[src/pkg/intr_router_pkg.sv]
// package: sizes, source codes, trigger modes and carrier structs of the interrupt router
`default_nettype none
package intr_router_pkg;
    // ******************************
    // sizes
    // ******************************
    localparam int NUM_EXT = 12;          // external inputs 0..11
    localparam int NUM_CHAIN = 8;         // chain shared lines
    localparam int NUM_TIMER = 8;         // counter-timer pulse sources
    localparam int NUM_SWP = 4;           // software pulse sources
    localparam int NUM_OUT = 4;           // external output lines
    localparam int NUM_SRC = NUM_EXT + NUM_CHAIN; // sources with arm/enable logic
    localparam int VEC_W = 5;             // vector width, covers NUM_SRC
    localparam int SEL_W = 6;             // line driver select width

    // ******************************
    // line driver select codes
    // ******************************
    localparam logic [SEL_W-1:0] SEL_NONE = 6'h00;
    localparam logic [SEL_W-1:0] SEL_EXT_BASE = 6'h01;   // 0x01..0x0c
    localparam logic [SEL_W-1:0] SEL_TIMER_BASE = 6'h0d; // 0x0d..0x14
    localparam logic [SEL_W-1:0] SEL_SWP_BASE = 6'h15;   // 0x15..0x18
    localparam logic [SEL_W-1:0] SEL_CHAIN_BASE = 6'h19; // 0x19..0x20, output lines only

    // ******************************
    // reset values
    // ******************************
    localparam logic [NUM_SRC-1:0] ARM_RESET = 20'h00000;
    localparam logic [NUM_SRC-1:0] EN_RESET = 20'h00000;
    localparam logic [VEC_W-1:0] VEC_RESET = 5'h00;

    // trigger modes of an external input
    typedef enum logic [1:0] {
        TRIG_FALLING = 2'h0, // default
        TRIG_RISING = 2'h1,
        TRIG_HIGH = 2'h3,
        TRIG_LOW = 2'h2
    } trig_mode_e;

    // host control strobes, one bit per source, one-cycle pulses
    typedef struct packed {
        logic [NUM_SRC-1:0] arm_set;
        logic [NUM_SRC-1:0] arm_clr;
        logic [NUM_SRC-1:0] en_set;
        logic [NUM_SRC-1:0] en_clr;
        logic [NUM_SRC-1:0] pend_clr;
    } host_ctl_s;

    // per-source state shown to the host
    typedef struct packed {
        logic [NUM_SRC-1:0] armed;
        logic [NUM_SRC-1:0] enabled;
        logic [NUM_SRC-1:0] request;
        logic [NUM_SRC-1:0] pending;
    } src_status_s;
endpackage
`default_nettype wire

[src/hdl/intr_router.sv]
// interrupt router: recognition, arm/enable, pending, priority and line routing
// Operation
// - after reset every source is disarmed and disabled
// - host arms, disarms, enables, disables each source on its own
// - delivery happens only when the source is armed and enabled
// - each recognized request of an armed source sets its request bit
// - disarm clears the request bit; requests while disarmed are dropped
// - requests of enabled sources enter priority resolution
// - disabled armed sources hold requests and deliver once enabled
// - next instance waits until the host clears the pending bit
// - processed interrupt goes to host only; routed chain lines carry the raw source
// - edge mode needs deassert then reassert for another request
// - inputs may be level sensitive, high or low
// - external input drives its chain line raw, bypassing local logic
// - software request hits only the local source, not the chain line
// - any source may drive an external output line
// - local chain signal gives two interrupts with separate vectors
// - chain lines start disarmed and then raise no local interrupt
// - twelve external inputs numbered 0 to 11
// - rising, falling, high or low trigger; falling is the default
`timescale 1ns/1ns
`default_nettype none
module intr_router (
    input wire logic core_clk_in,
    input wire logic sys_rst_in,
    input wire logic [intr_router_pkg::NUM_EXT-1:0] ext_irq_in,
    input wire logic [intr_router_pkg::NUM_CHAIN-1:0] chain_shared_line_in,
    input wire logic [intr_router_pkg::NUM_TIMER-1:0] timer_pulse_in,
    input wire logic [intr_router_pkg::NUM_SWP-1:0] software_pulse_source_in,
    input wire logic [intr_router_pkg::NUM_EXT-1:0] sw_request_in,
    input wire logic [2*intr_router_pkg::NUM_EXT-1:0] ext_mode_in,
    input wire intr_router_pkg::host_ctl_s host_ctl_in,
    input wire logic [intr_router_pkg::NUM_CHAIN*intr_router_pkg::SEL_W-1:0] chain_sel_in,
    input wire logic [intr_router_pkg::NUM_OUT*intr_router_pkg::SEL_W-1:0] out_sel_in,
    output logic irq_out,
    output logic [intr_router_pkg::VEC_W-1:0] vector_out,
    output logic [intr_router_pkg::NUM_CHAIN-1:0] chain_shared_line_out,
    output logic [intr_router_pkg::NUM_OUT-1:0] ext_line_out,
    output intr_router_pkg::src_status_s status_out
);
    import intr_router_pkg::*;

    // ******************************
    // input synchronisers
    // ******************************
    // external, chain, timer and software pulse pins are asynchronous; stage one feeds stage two only
    logic [NUM_EXT-1:0] ext_s1;
    logic [NUM_EXT-1:0] ext_s2;
    logic [NUM_EXT-1:0] ext_prev;
    logic [NUM_CHAIN-1:0] chain_s1;
    logic [NUM_CHAIN-1:0] chain_s2;
    logic [NUM_CHAIN-1:0] chain_prev;
    logic [NUM_TIMER-1:0] timer_s1;
    logic [NUM_TIMER-1:0] timer_s2;
    logic [NUM_SWP-1:0] swp_s1;
    logic [NUM_SWP-1:0] swp_s2;
    logic [NUM_SRC-1:0] hit;
    logic [NUM_CHAIN-1:0] chain_view;
    logic [NUM_CHAIN-1:0] chain_drive;

    // external inputs rest high, the idle level of the default falling-edge mode
    always_ff @(posedge core_clk_in) begin
        if (sys_rst_in) begin
            ext_s1 <= '1;
            ext_s2 <= '1;
        end else begin
            ext_s1 <= ext_irq_in;
            ext_s2 <= ext_s1;
        end
    end

    // incoming chain lines idle low between pulses
    always_ff @(posedge core_clk_in) begin
        if (sys_rst_in) begin
            chain_s1 <= '0;
            chain_s2 <= '0;
        end else begin
            chain_s1 <= chain_shared_line_in;
            chain_s2 <= chain_s1;
        end
    end

    // timer sources are only routed, never recognised here
    always_ff @(posedge core_clk_in) begin
        if (sys_rst_in) begin
            timer_s1 <= '0;
            timer_s2 <= '0;
        end else begin
            timer_s1 <= timer_pulse_in;
            timer_s2 <= timer_s1;
        end
    end

    // software pulse sources are only routed as well
    always_ff @(posedge core_clk_in) begin
        if (sys_rst_in) begin
            swp_s1 <= '0;
            swp_s2 <= '0;
        end else begin
            swp_s1 <= software_pulse_source_in;
            swp_s2 <= swp_s1;
        end
    end

    // ******************************
    // edge history
    // ******************************
    // ext history starts high like its synchroniser, so no false edge follows reset;
    // a high-level input reads asserted for two cycles; a source armed on the first takes a request on the second
    always_ff @(posedge core_clk_in) begin
        if (sys_rst_in) begin
            ext_prev <= '1;
        end else begin
            ext_prev <= ext_s2;
        end
    end

    // chain history follows what the local recogniser sees, own drive included
    always_ff @(posedge core_clk_in) begin
        if (sys_rst_in) begin
            chain_prev <= '0;
        end else begin
            chain_prev <= chain_view;
        end
    end

    // ******************************
    // request recognition
    // ******************************
    // a locally driven chain line is seen locally too, giving its own vector
    assign chain_view = chain_s2 | chain_shared_line_out;

    genvar gi;
    generate
        for (gi = 0; gi < NUM_EXT; gi++) begin : g_ext_recog
            trig_mode_e mode;
            logic rec;
            assign mode = trig_mode_e'(ext_mode_in[2*gi +: 2]);
            // edge modes fire once per transition, so the input must go back
            // to its idle level before another request can be raised
            always_comb begin
                case (mode)
                    TRIG_RISING: rec = ext_s2[gi] & ~ext_prev[gi];
                    TRIG_FALLING: rec = ~ext_s2[gi] & ext_prev[gi];
                    TRIG_HIGH: rec = ext_s2[gi];
                    TRIG_LOW: rec = ~ext_s2[gi];
                    default: rec = 1'b0;
                endcase
            end
            // software request only reaches the local source bit
            assign hit[gi] = rec | sw_request_in[gi];
        end
        for (gi = 0; gi < NUM_CHAIN; gi++) begin : g_chain_recog
            // chain lines carry pulses; recognise their rising edge
            assign hit[NUM_EXT+gi] = chain_view[gi] & ~chain_prev[gi];
        end
    endgenerate

    // ******************************
    // arm, enable, request and pending per source
    // ******************************
    logic [NUM_SRC-1:0] armed;
    logic [NUM_SRC-1:0] enabled;
    logic [NUM_SRC-1:0] request;
    logic [NUM_SRC-1:0] pending;
    logic [NUM_SRC-1:0] take;

    generate
        for (gi = 0; gi < NUM_SRC; gi++) begin : g_src
            // a request moves to pending only when enabled and not already pending
            assign take[gi] = request[gi] & enabled[gi] & ~pending[gi];

            // arm bit; a simultaneous disarm beats arm
            always_ff @(posedge core_clk_in) begin
                if (sys_rst_in) begin
                    armed[gi] <= ARM_RESET[gi];
                end else if (host_ctl_in.arm_clr[gi]) begin
                    armed[gi] <= 1'b0;
                end else if (host_ctl_in.arm_set[gi]) begin
                    armed[gi] <= 1'b1;
                end
            end

            // enable bit; a simultaneous disable beats enable
            always_ff @(posedge core_clk_in) begin
                if (sys_rst_in) begin
                    enabled[gi] <= EN_RESET[gi];
                end else if (host_ctl_in.en_clr[gi]) begin
                    enabled[gi] <= 1'b0;
                end else if (host_ctl_in.en_set[gi]) begin
                    enabled[gi] <= 1'b1;
                end
            end

            // request bit: held while disabled, merged while pending
            always_ff @(posedge core_clk_in) begin
                if (sys_rst_in) begin
                    request[gi] <= 1'b0;
                end else if (!armed[gi] || host_ctl_in.arm_clr[gi]) begin
                    request[gi] <= 1'b0;
                end else if (hit[gi]) begin
                    request[gi] <= 1'b1;
                end else if (take[gi]) begin
                    request[gi] <= 1'b0;
                end
            end

            // pending bit; set cannot meet clear since set needs pending low
            always_ff @(posedge core_clk_in) begin
                if (sys_rst_in) begin
                    pending[gi] <= 1'b0;
                end else if (take[gi]) begin
                    pending[gi] <= 1'b1;
                end else if (host_ctl_in.pend_clr[gi]) begin
                    pending[gi] <= 1'b0;
                end
            end
        end
    endgenerate

    // ******************************
    // priority resolution and host delivery
    // ******************************
    // lowest source index wins; vector equals source index
    // a fixed order keeps the vector steady while several sources wait
    logic [VEC_W-1:0] next_vector;
    logic next_irq;

    always_comb begin
        next_vector = VEC_RESET;
        next_irq = 1'b0;
        for (int i = NUM_SRC - 1; i >= 0; i--) begin
            if (pending[i]) begin
                next_vector = VEC_W'(i);
                next_irq = 1'b1;
            end
        end
    end

    // level held while any delivered interrupt awaits its handler
    always_ff @(posedge core_clk_in) begin
        if (sys_rst_in) begin
            irq_out <= 1'b0;
        end else begin
            irq_out <= next_irq;
        end
    end

    // vector registered alongside the level so both change on one edge
    always_ff @(posedge core_clk_in) begin
        if (sys_rst_in) begin
            vector_out <= VEC_RESET;
        end else begin
            vector_out <= next_vector;
        end
    end

    // ******************************
    // line routing
    // ******************************
    // pick one signal from the raw sources by select code
    function automatic logic pick(input logic [SEL_W-1:0] sel, input logic [NUM_EXT-1:0] ext,
                                  input logic [NUM_TIMER-1:0] tmr, input logic [NUM_SWP-1:0] swp,
                                  input logic [NUM_CHAIN-1:0] chn, input logic chain_ok);
        logic v;
        v = 1'b0;
        for (int k = 0; k < NUM_EXT; k++) begin
            if (sel == SEL_EXT_BASE + SEL_W'(k)) begin
                v = ext[k];
            end
        end
        for (int k = 0; k < NUM_TIMER; k++) begin
            if (sel == SEL_TIMER_BASE + SEL_W'(k)) begin
                v = tmr[k];
            end
        end
        for (int k = 0; k < NUM_SWP; k++) begin
            if (sel == SEL_SWP_BASE + SEL_W'(k)) begin
                v = swp[k];
            end
        end
        for (int k = 0; k < NUM_CHAIN; k++) begin
            if (chain_ok && sel == SEL_CHAIN_BASE + SEL_W'(k)) begin
                v = chn[k];
            end
        end
        return v;
    endfunction

    // one driver per line is the host's duty; a line never selects itself
    generate
        for (gi = 0; gi < NUM_CHAIN; gi++) begin : g_chain_drv
            // raw synchronised input drives the line, not the armed request
            assign chain_drive[gi] = pick(
                chain_sel_in[gi*SEL_W +: SEL_W],
                ext_s2,
                timer_s2,
                swp_s2,
                chain_s2,
                1'b0 // a chain line never repeats an incoming chain line
            );
        end
    endgenerate

    always_ff @(posedge core_clk_in) begin
        if (sys_rst_in) begin
            chain_shared_line_out <= '0;
        end else begin
            chain_shared_line_out <= chain_drive;
        end
    end

    // output lines may take any source, including incoming chain lines
    generate
        for (gi = 0; gi < NUM_OUT; gi++) begin : g_out_drv
            always_ff @(posedge core_clk_in) begin
                if (sys_rst_in) begin
                    ext_line_out[gi] <= 1'b0;
                end else begin
                    ext_line_out[gi] <= pick(
                        out_sel_in[gi*SEL_W +: SEL_W],
                        ext_s2,
                        timer_s2,
                        swp_s2,
                        chain_s2,
                        1'b1
                    );
                end
            end
        end
    endgenerate

    // ******************************
    // status to host
    // ******************************
    // status bits come straight from the flops above, no shadow copy to drift
    assign status_out.armed = armed;
    assign status_out.enabled = enabled;
    assign status_out.request = request;
    assign status_out.pending = pending;
endmodule // intr_router
`default_nettype wire

[config.mk]
export PLATFORM = sky130hd
export DESIGN_NAME = intr_router
export DESIGN_NICKNAME = d
export VERILOG_FILES = /design/src/pkg/intr_router_pkg.sv /design/src/hdl/intr_router.sv
export SDC_FILE = /design/constraint.sdc
export NUM_CORES = 1
export LEC_CHECK = 0
export BUFFER_PORTS_ARGS = -buffer_cell sky130_fd_sc_hd__buf_4
export CAP_MARGIN = 0
export CORE_ASPECT_RATIO = 0.8
export CORE_MARGIN = 5
export CORE_UTILIZATION = 30
export DETAILED_ROUTE_END_ITERATION = 8
export MAX_ROUTING_LAYER = met4
export PLACE_DENSITY_LB_ADDON = 0.08
export SLEW_MARGIN = 20
export SYNTH_ARGS = -nofsm -noshare
export SYNTH_HDL_FRONTEND = slang
export SYNTH_SLANG_ARGS = --single-unit
[constraint.sdc]
create_clock -name core_clk_in -period 3.6 [get_ports core_clk_in]
set_clock_uncertainty 0.05 [all_clocks]
set_input_delay 0.36 -clock core_clk_in [delete_from_list [all_inputs] [get_ports core_clk_in]]
set_output_delay 0.36 -clock core_clk_in [all_outputs]
set_load 0.02 [all_outputs]
## Word level (Yosys, flattened, before mapping)

Cells that the tools add are included.
W data, S select, Z words.

| storage, ports and cells | value |
|---|---|
| flip-flop bits (word level) | 182 |
| input bits | 242 |
| output and inout port bits | 98 |
| word-level logic and storage cells | 1,202 |

| operators by class | value |
|---|---|
| equality and inequality tests | 356 |
| muxes and demuxes | 451 |
| bitwise logic cells | 137 |
| reductions and logical operators | 157 |

Operators with widths:

| operator | count |
|---|---|
| $eq A6 B5 Y1 const B | 136 |
| $eq A6 B4 Y1 const B | 96 |
| $mux W1 | 421 |
| $eq A6 B3 Y1 const B | 48 |
| $eq A6 B2 Y1 const B | 24 |
| $reduce_or A2 Y1 | 61 |
| $reduce_bool A2 Y1 | 40 |
| $and A1 B1 Y1 | 72 |
| $eq A6 B1 Y1 const B | 12 |
| $not A1 Y1 | 52 |
| $eq A2 B2 Y1 const B | 24 |
| $pmux W1 S4 | 12 |
| $mux W4 | 8 |
| $eq A2 B1 Y1 const B | 12 |
| $eq A6 B6 Y1 const B | 4 |
| $logic_not A2 Y1 | 12 |
| $logic_not A1 Y1 | 20 |
| $logic_or A1 B1 Y1 | 20 |
| $mux W5 | 4 |
| $reduce_or A17 Y1 | 1 |
| $mux W3 | 4 |
| $or A1 B1 Y1 | 12 |
| $reduce_or A9 Y1 | 1 |
| $or A8 B8 Y8 | 1 |
| other kinds (3) | 4 |

## Logic depth before layout (Yosys ltp)

Gate-level depths: netlist of the first run.

| logic depth | value |
|---|---|
| word-level depth | 33 |
| mapped depth | 8 |
| depth with buffers taken out | 6 |

## Least setup slack after synthesis of the first run

Ideal clock, no wire load.

| path | value |
|---|---|
| path type | input to register |
| start | in chain_sel_in[9] (netlist name) |
| end | reg chain_shared_line_out[1] (netlist name) |
| setup time | 130 ps |
| arrival time | 1,815 ps |
| data required time | 3,420 ps |
| path slack | 1,605 ps |
| cell stages on the path | 7 |
| path buffers | 1 |
| path through | buf_4 -> or3b_1 -> mux4_2 -> o21ai_1 -> nor4_1 -> a2111oi_2 -> a211oi_1 |

| between the ends | value |
|---|---|
| longest elaborated chain between the ends | 25 |
| elaborated cells on any way between the ends | 48 |
| classes of those cells | eq/ne: 24; mux: 24 |

Ends and longest elaborated chain:

| element | RTL line | text |
|---|---|---|
| start, declared | intr_router.sv:33 | `input wire logic [intr_router_pkg::NUM_CHAIN*intr_router_pkg::SEL_W-1:0] chain_sel_in,` |
| $eq A6 B1 Y1 | intr_router.sv:268 | `if (sel == SEL_EXT_BASE + SEL_W'(k)) begin` |
| $mux W1 (12 in series) | intr_router.sv:268 |  |
| $mux W1 (8 in series) | intr_router.sv:273 | `if (sel == SEL_TIMER_BASE + SEL_W'(k)) begin` |
| $mux W1 (3 in series) | intr_router.sv:278 | `if (sel == SEL_SWP_BASE + SEL_W'(k)) begin` |
| $mux W1 (*) | intr_router.sv:278 |  |
| end signal, assigned | intr_router.sv:309 | `chain_shared_line_out <= chain_drive;` |
| end, declared | intr_router.sv:37 | `output logic [intr_router_pkg::NUM_CHAIN-1:0] chain_shared_line_out,` |

Every way passes the cells marked *; elsewhere a longest branch is shown, timed or not.
A chain may end at the register's enable or synchronous reset.

## Worst setup path after layout of the first run

| path | value |
|---|---|
| start | reg ext_s2[2] |
| end | reg ext_line_out[0] (netlist name) |

| between the ends | value |
|---|---|
| longest elaborated chain between the ends | 30 |

Ends and longest elaborated chain:

| element | RTL line | text |
|---|---|---|
| start, declared | intr_router.sv:48 | `logic [NUM_EXT-1:0] ext_s2;` |
| start signal, assigned | intr_router.sv:68 | `ext_s2 <= ext_s1;` |
| $mux W1 (10 in series) | intr_router.sv:268 |  |
| $mux W1 (8 in series) | intr_router.sv:273 |  |
| $mux W1 (4 in series) | intr_router.sv:278 |  |
| $mux W1 (8 in series) | intr_router.sv:283 | `if (chain_ok && sel == SEL_CHAIN_BASE + SEL_W'(k)) begin` |
| end signal, assigned by index | intr_router.sv:320 | `ext_line_out[gi] <= pick(` |
| end, declared | intr_router.sv:38 | `output logic [intr_router_pkg::NUM_OUT-1:0] ext_line_out,` |

No other way between the ends.

==> results of run 1 <==
logic make-up after synthesis:
family	Yosys count	share of synthesized area [%]
AND/OR/NAND/NOR	546	27.2
AO/OA/AOI/OAI	319	20.8
flip-flops	182	35.2
buffers and inverters	132	5.36
multiplexers	91	11.5
layout by cell type, fill, tap and decap left out, types with 15 or more instances in the layout:
cell           count
a21oi_1           54
a31oi_1           28
and3_1            15
buf_4            346
clkbuf_16         17
dfxtp_1          182
dlygate4sd3_1     20
inv_1             40
mux2_2            40
mux2i_1           33
mux4_2            18
nand2_1           79
nand2b_1          36
nand3_1           38
nor2_1           155
nor2b_1           69
nor3_1            47
o21a_1            25
o21ai_0           72
or2_2             42
metal layers:
metal  track usage [%]  vias up  routed length, µm
met1              28.8     5012              18500
li1                  -     5199                  -
met4              6.00        0                629
met2              33.2      384              19600
met5                 -        -                  0
met3              5.69       37               3480
timing repair:
action                    4_1_cts  5_1_grt
hold endpoints to repair       20        0
hold buffers                   20        0
buffers inserted                0        0
cell type report:
| class | count | share of cell area (%) |
|---|---|---|
| repair buffers | 367 | 20.1 |
| clock inverters | 13 | 1.35 |
| well taps | 465 | 4.16 |
| diodes | 6 | 0.107 |
| clock buffers | 19 | 3.10 |
| flip-flops and latches | 182 | 26.1 |
| multi-input cells | 956 | 44.0 |
| inverters | 40 | 1.07 |
flip-flops by register name, indices dropped and copies added, names as in the netlist, 5 cells and up:
register and count:
status_out 80, ext_prev 12, ext_s1 12, ext_s2 12, chain_prev 8, chain_s1 8
chain_s2 8, chain_shared_line_out 8, timer_s1 8, timer_s2 8, vector_out 5
worst paths after layout:
| check | endpoint | slack (ns) | cells past startpoint |
|---|---|---|---|
| max | ext_line_out[0] | 1.11 | 6 |
| min | ext_s1[2] | 0.04 | 2 |
| max reg2reg | ext_line_out[0] | 1.11 | 6 |
| min reg2reg | ext_s2[6] | 0.36 | 1 |
metrics by stage:
stage	hold slack [ns]	setup slack, ns
4_1_cts	0.00897	1.22
6_report	0.0360	1.11
2_1_floorplan	0.339	1.60
5_1_grt	0.0147	1.09
3_5_place_dp	0.346	1.25
3_3_place_gp	0.347	1.28
power groups by stage:
| stage | Sequential (µW) | Combinational [µW] | Clock, µW |
|---|---|---|---|
| 2_1_floorplan | 2210 | 435 | 0 |
| 3_3_place_gp | 2240 | 837 | 0 |
| 3_5_place_dp | 2240 | 839 | 0 |
| 4_1_cts | 2200 | 860 | 2090 |
| 5_1_grt | 2210 | 939 | 2170 |
| 6_report | 2200 | 860 | 2030 |
==> out/metrics.csv, run 1 <==
metric;value;unit
status;completed;
vias per cell;5.19;
combinational power share;16.9;%
Synth Register Bits;182;
Post-synth EDFFs;0;
WP data arrival;2.81;ns
largest net degree at the start of global routing;78;
initial antenna violation count;6;
H-tree depth;4;
Final Slew Violations;0;
Hold Path Origin;ext_irq_in[2];
num ports;340;
worst endpoint required time;3.92;ns
port bufs;339;
Core ar.;33900;µm²
clk sinks;182;
CTS tree;yes;
Placed Cells;1990;
Switching Power;1440;µW
sum of negative setup slack;0;ns
Yosys top cell area share;35.2;%
DRT antenna net count;0;
Pwr Density;364;nW/µm²
crit-path cells;mux2_2, a22oi_1, o311ai_0, nand4_1, a2111o_1, o211ai_1;
final design utilization;41.3;%
DRC viols;0;
post-route cell area;14000;µm²
chip height;176;µm
Reg clk slew, reported paths;0.08;ns
mapped cell area;10300;µm²
CP startpoint;ext_s2[2];
final hold vios;0;
FF-to-FF Start;ext_s2[2];
final count of negative-setup-slack endpoints;0;
switch share;28.3;%
Yosys top cell by area;dfxtp_1;
Worst VDD drop;0.256;mV
CP max FO;15;
most frequent cells after synthesis;dfxtp_1 (182), nor2_1 (155), nand2_1 (79);
Crit path max-delay family;compound AO/OA/AOI/OAI gates;
GRT Total Usage;21.8;%
nets;1806;
worst path bufs/invs;0;
top-count cell post-synth;dfxtp_1;
Slowest cell on crit path;dfxtp_1;
RD Place Congestion;0.908;
Register Area;3640;µm²
Clk pwr share;39.9;%
leakage;0.00565;µW
Initial DRC Count;710;
routed length per instance;20.6;µm
area of the multi-input gates;6150;µm²
warnings from Yosys;0;
synth unique cells;77;
vias in the first global route;10262;
average cell area after synthesis;8.15;µm²
final worst path period share;69.2;%
Site Rows;60;
Fillers;3536;
total congestion overflow;0;
worst skew pair latency;0.45;ns
Least-Margin Pin Slew;0.973;ns
Die X;218;µm
RSZ-0062 raised after global routing;false;
post-CTS sizing;0;
internal power consumption;3640;µW
clk root buf;clkbuf_16;
drt pass-1 iters;5;
Hold WC Path Type;primary input to flop;
synth top area cells;dfxtp_1 (35%), nor2_1 (5.6%), mux2_2 (4.4%);
DR vias;10632;
fin cells;2048;
layout cells sized above 1;31.1;%
sequential power share;43.2;%
sequential-to-total area share from yosys stat;35.2;%
max cap viols;0;
Max Root-Sink Buffers;2;
post-synth net total;1512;
crit start category;flop;
routed wire length;42.3;mm
die area;38300;µm²
Rel. slew slack;35.1;%
Total Power;5090;µW
peak per-stage delay on the critical path;0.85;ns
CTS Buf Count;17;
post-synthesis async set-or-reset flop share;0;%
detailed-placement wirelength estimate;31.1;mm
Worst Setup End Kind;flop;
placed cell areas;13100;µm²
Layout area overhead;35.0;%
critical path class;flop to flop;
top_reg_cell synth;dfxtp_1;
first-pass GRT wire length;62.6;mm
synthesized instance count;1270;
Final min period;2.49;ns
Fmax;401;MHz
initial core utilization;30.6;%
No activity file was read; power rests on OpenSTA's default activity.
==> run 2: changes to the inputs <==
Settings changed: ABC_AREA set to 1.
Clock period 3.6 ns to 2.1 ns, I/O delays scaled along.
==> run 2 against run 1 <==
The flow now finishes with violations (setup timing). Total power is 80% higher. Synthesized area is 1.1% lower. Global-route usage grew 4.8 points. Critical path depth grew 10.
==> out/metrics.csv, run 2 <==
metric;value;unit;change
FF-to-FF Start;ext_s2[1];;was ext_s2[2]
largest net degree at the start of global routing;75;;was 78
first-pass GRT wire length;76.3;mm;was 62.6 mm
mapped cell area;10200;µm²;was 10300 µm²
Initial DRC Count;1197;;was 710
post-synthesis async set-or-reset flop share;0;%;unchanged
worst skew pair latency;0.46;ns;was 0.45 ns
CP startpoint;ext_s2[1];;was ext_s2[2]
Fmax;430;MHz;was 401 MHz
routed length per instance;18.8;µm;was 20.6 µm
RSZ-0062 raised after global routing;true;;was false
Max Root-Sink Buffers;2;;unchanged
Site Rows;60;;unchanged
Post-synth EDFFs;0;;unchanged
RD Place Congestion;0.988;;was 0.908
worst setup margin;-0.225;ns;was 1.11 ns
sequential-to-total area share from yosys stat;35.6;%;was 35.2%
Rel. slew slack;54.4;%;was 35.1%
Synth Register Bits;182;;unchanged
total congestion overflow;0;;unchanged
most frequent cells in the layout;buf_4 (567), nor2_1 (273), inv_1 (215), nand2_1 (189), dfxtp_1 (178);;was buf_4 (346), dfxtp_1 (182), nor2_1 (155), nand2_1 (79), o21ai_0 (72)
port bufs;339;;unchanged
num ports;340;;unchanged
most frequent cells after synthesis;nor2_1 (273), inv_1 (219), nand2_1 (190);;was dfxtp_1 (182), nor2_1 (155), nand2_1 (79)
GRT Total Usage;26.6;%;was 21.8%
crit start category;flop;;unchanged
leakage;0.00839;µW;was 0.00565 µW
synth top area cells;dfxtp_1 (36%), nor2_1 (10%), nand4_1 (9.4%);;was dfxtp_1 (35%), nor2_1 (5.6%), mux2_2 (4.4%)
Pwr Density;528;nW/µm²;was 364 nW/µm²
most common cell after layout, fill and taps aside;buf_4;;unchanged
DRC viols;0;;unchanged
Core ar.;33600;µm²;was 33900 µm²
vias per cell;5.07;;was 5.19
post-synth net total;1804;;was 1512
sum of negative setup slack;-1.40;ns;was 0 ns
H-tree depth;4;;unchanged
max FFs per register;80;;unchanged
critical path class;flop to flop;;unchanged
failing checks;setup timing;;
R2R cell count;16;;was 6
routed wire length;50.9;mm;was 42.3 mm
status;finished with violations;;was completed
nets;2505;;was 1806
Fillers;3307;;was 3536
Reg clk slew, reported paths;0.09;ns;was 0.08 ns
Hold Path Origin;out_sel_in[17];;was ext_irq_in[2]
drt pass-1 iters;6;;was 5
final count of negative-setup-slack endpoints;12;;was 0
Layout area overhead;69.9;%;was 35.0%
average cell area after synthesis;6.55;µm²;was 8.15 µm²
final hold vios;0;;unchanged
Worst Setup End Kind;flop;;unchanged
Least-Margin Pin Slew;0.681;ns;was 0.973 ns
DR vias;13746;;was 10632
initial core utilization;30.4;%;was 30.6%
top_reg_cell synth;dfxtp_1;;unchanged
CTS Buf Count;17;;unchanged
Die X;216;µm;was 218 µm
Yosys top cell area share;35.6;%;was 35.2%
die area;37900;µm²;was 38300 µm²
Worst VDD drop;0.505;mV;was 0.256 mV
worst endpoint required time;2.41;ns;was 3.92 ns
Final min period;2.33;ns;was 2.49 ns
synth unique cells;41;;was 77
warnings from Yosys;0;;unchanged
Post-Place Worst Slack;-0.319;ns;was 1.25 ns
clk sinks;182;;unchanged
clk root buf;clkbuf_16;;unchanged
Yosys top cell by area;dfxtp_1;;unchanged
vias in the first global route;13358;;was 10262
initial antenna violation count;1;;was 6
max cap viols;0;;unchanged
WP data arrival;2.64;ns;was 2.81 ns
chip height;175;µm;was 176 µm
Hold WC Path Type;primary input to flop;;unchanged
DRT antenna net count;0;;unchanged
top-count cell post-synth;nor2_1;;was dfxtp_1
Final Slew Violations;0;;unchanged
CTS tree;yes;;unchanged
WHS Path Cells;5;;was 2
synthesized instance count;1562;;was 1270
final worst path period share;111;%;was 69.2%
CP max FO;2;;was 15
detailed-placement wirelength estimate;39.3;mm;was 31.1 mm
layout cells sized above 1;32.6;%;was 31.1%
run 2: cell types whose count changed after synthesis, moves of 62 or more:
| cell | delta |
|---|---|
| nand4_1 | +147 |
| nor3_1 | +62 |
| nor2_1 | +118 |
| nor2b_1 | -69 |
| nand2_1 | +111 |
| inv_1 | +179 |
| nand3_1 | +95 |
run 2: critical path: stages, from the launching register on:
cell	delay [ns]
dfxtp_4	0.36
buf_4	0.15
inv_4	0.05
buf_6	0.08
nor2_1	0.04
nor4_2	0.20
nand4_1	0.15
nor3_2	0.20
nand3_1	0.11
nor3_2	0.18
nand4_1	0.11
a31oi_1	0.15
nand4_1	0.10
nor2_1	0.11
nand3b_1	0.08
nand2_1	0.07
inv_1	0.04
run 2: cell type report:
type                    count  area (µm²)  area share, %
repair buffers            730        6000           34.5
multi-input cells        1092        5660           32.6
flip-flops and latches    182        3660           21.0
inverters                 240         908           5.22
well taps                 434         543           3.12
clock buffers              17         425           2.45
clock inverters            15         194           1.12
diodes                      1        2.50         0.0144
run 2: per-stage QoR:
| stage | instance area (µm²) | instances | hold slack [ns] | utilization [%] | power, µW |
|---|---|---|---|---|---|
| after floorplan | 10200 | 1562 | 0.237 | - | 4460 |
| after global placement | 15000 | 2527 | 0.321 | 44.7 | 5610 |
| after detailed placement | 15000 | 2527 | 0.325 | 44.7 | 5600 |
| after CTS | 17200 | 2707 | 0.0585 | 51.2 | 9240 |
| after global routing | 17400 | 2711 | 0.113 | 51.7 | 9600 |
| final | 17400 | 2711 | 0.0776 | 51.7 | 9170 |
run 2: timing repair:
| action | CTS | global route |
|---|---|---|
| hold endpoints to repair | 113 | 0 |
| endpoints found under the setup margin | 13 | 13 |
| buffers inserted | 6 | 4 |
| pin swaps | 19 | 30 |
| hold buffers | 142 | 0 |
| resized for setup | 31 | 32 |
run 2: routing by layer:
metal	track usage (%)	vias up	routed length, µm
li1	-	6725	-
met1	34.3	6287	22500
met2	42.0	616	23200
met3	4.09	118	3190
met4	10.4	0	2090
met5	-	-	0
run 2: cells by family after synthesis:
family          synth area share [%]
simple gates                    45.9
flops                           35.6
buf+inv                         10.7
compound gates                  7.88
run 2: where the power goes:
group / internal (µW) / switching (µW)
combinational: 1050 / 1050
sequential: 3580 / 115
clock: 1640 / 1730
total: 6270 / 2900
run 2: path summary, 6_finish.rpt:
kind	to	slack (ns)
hold reg to reg	timer_s2[6]	0.33
setup reg to reg	chain_shared_line_out[6]	-0.23
hold / removal	ext_line_out[2]	0.08
setup / recovery	chain_shared_line_out[6]	-0.23
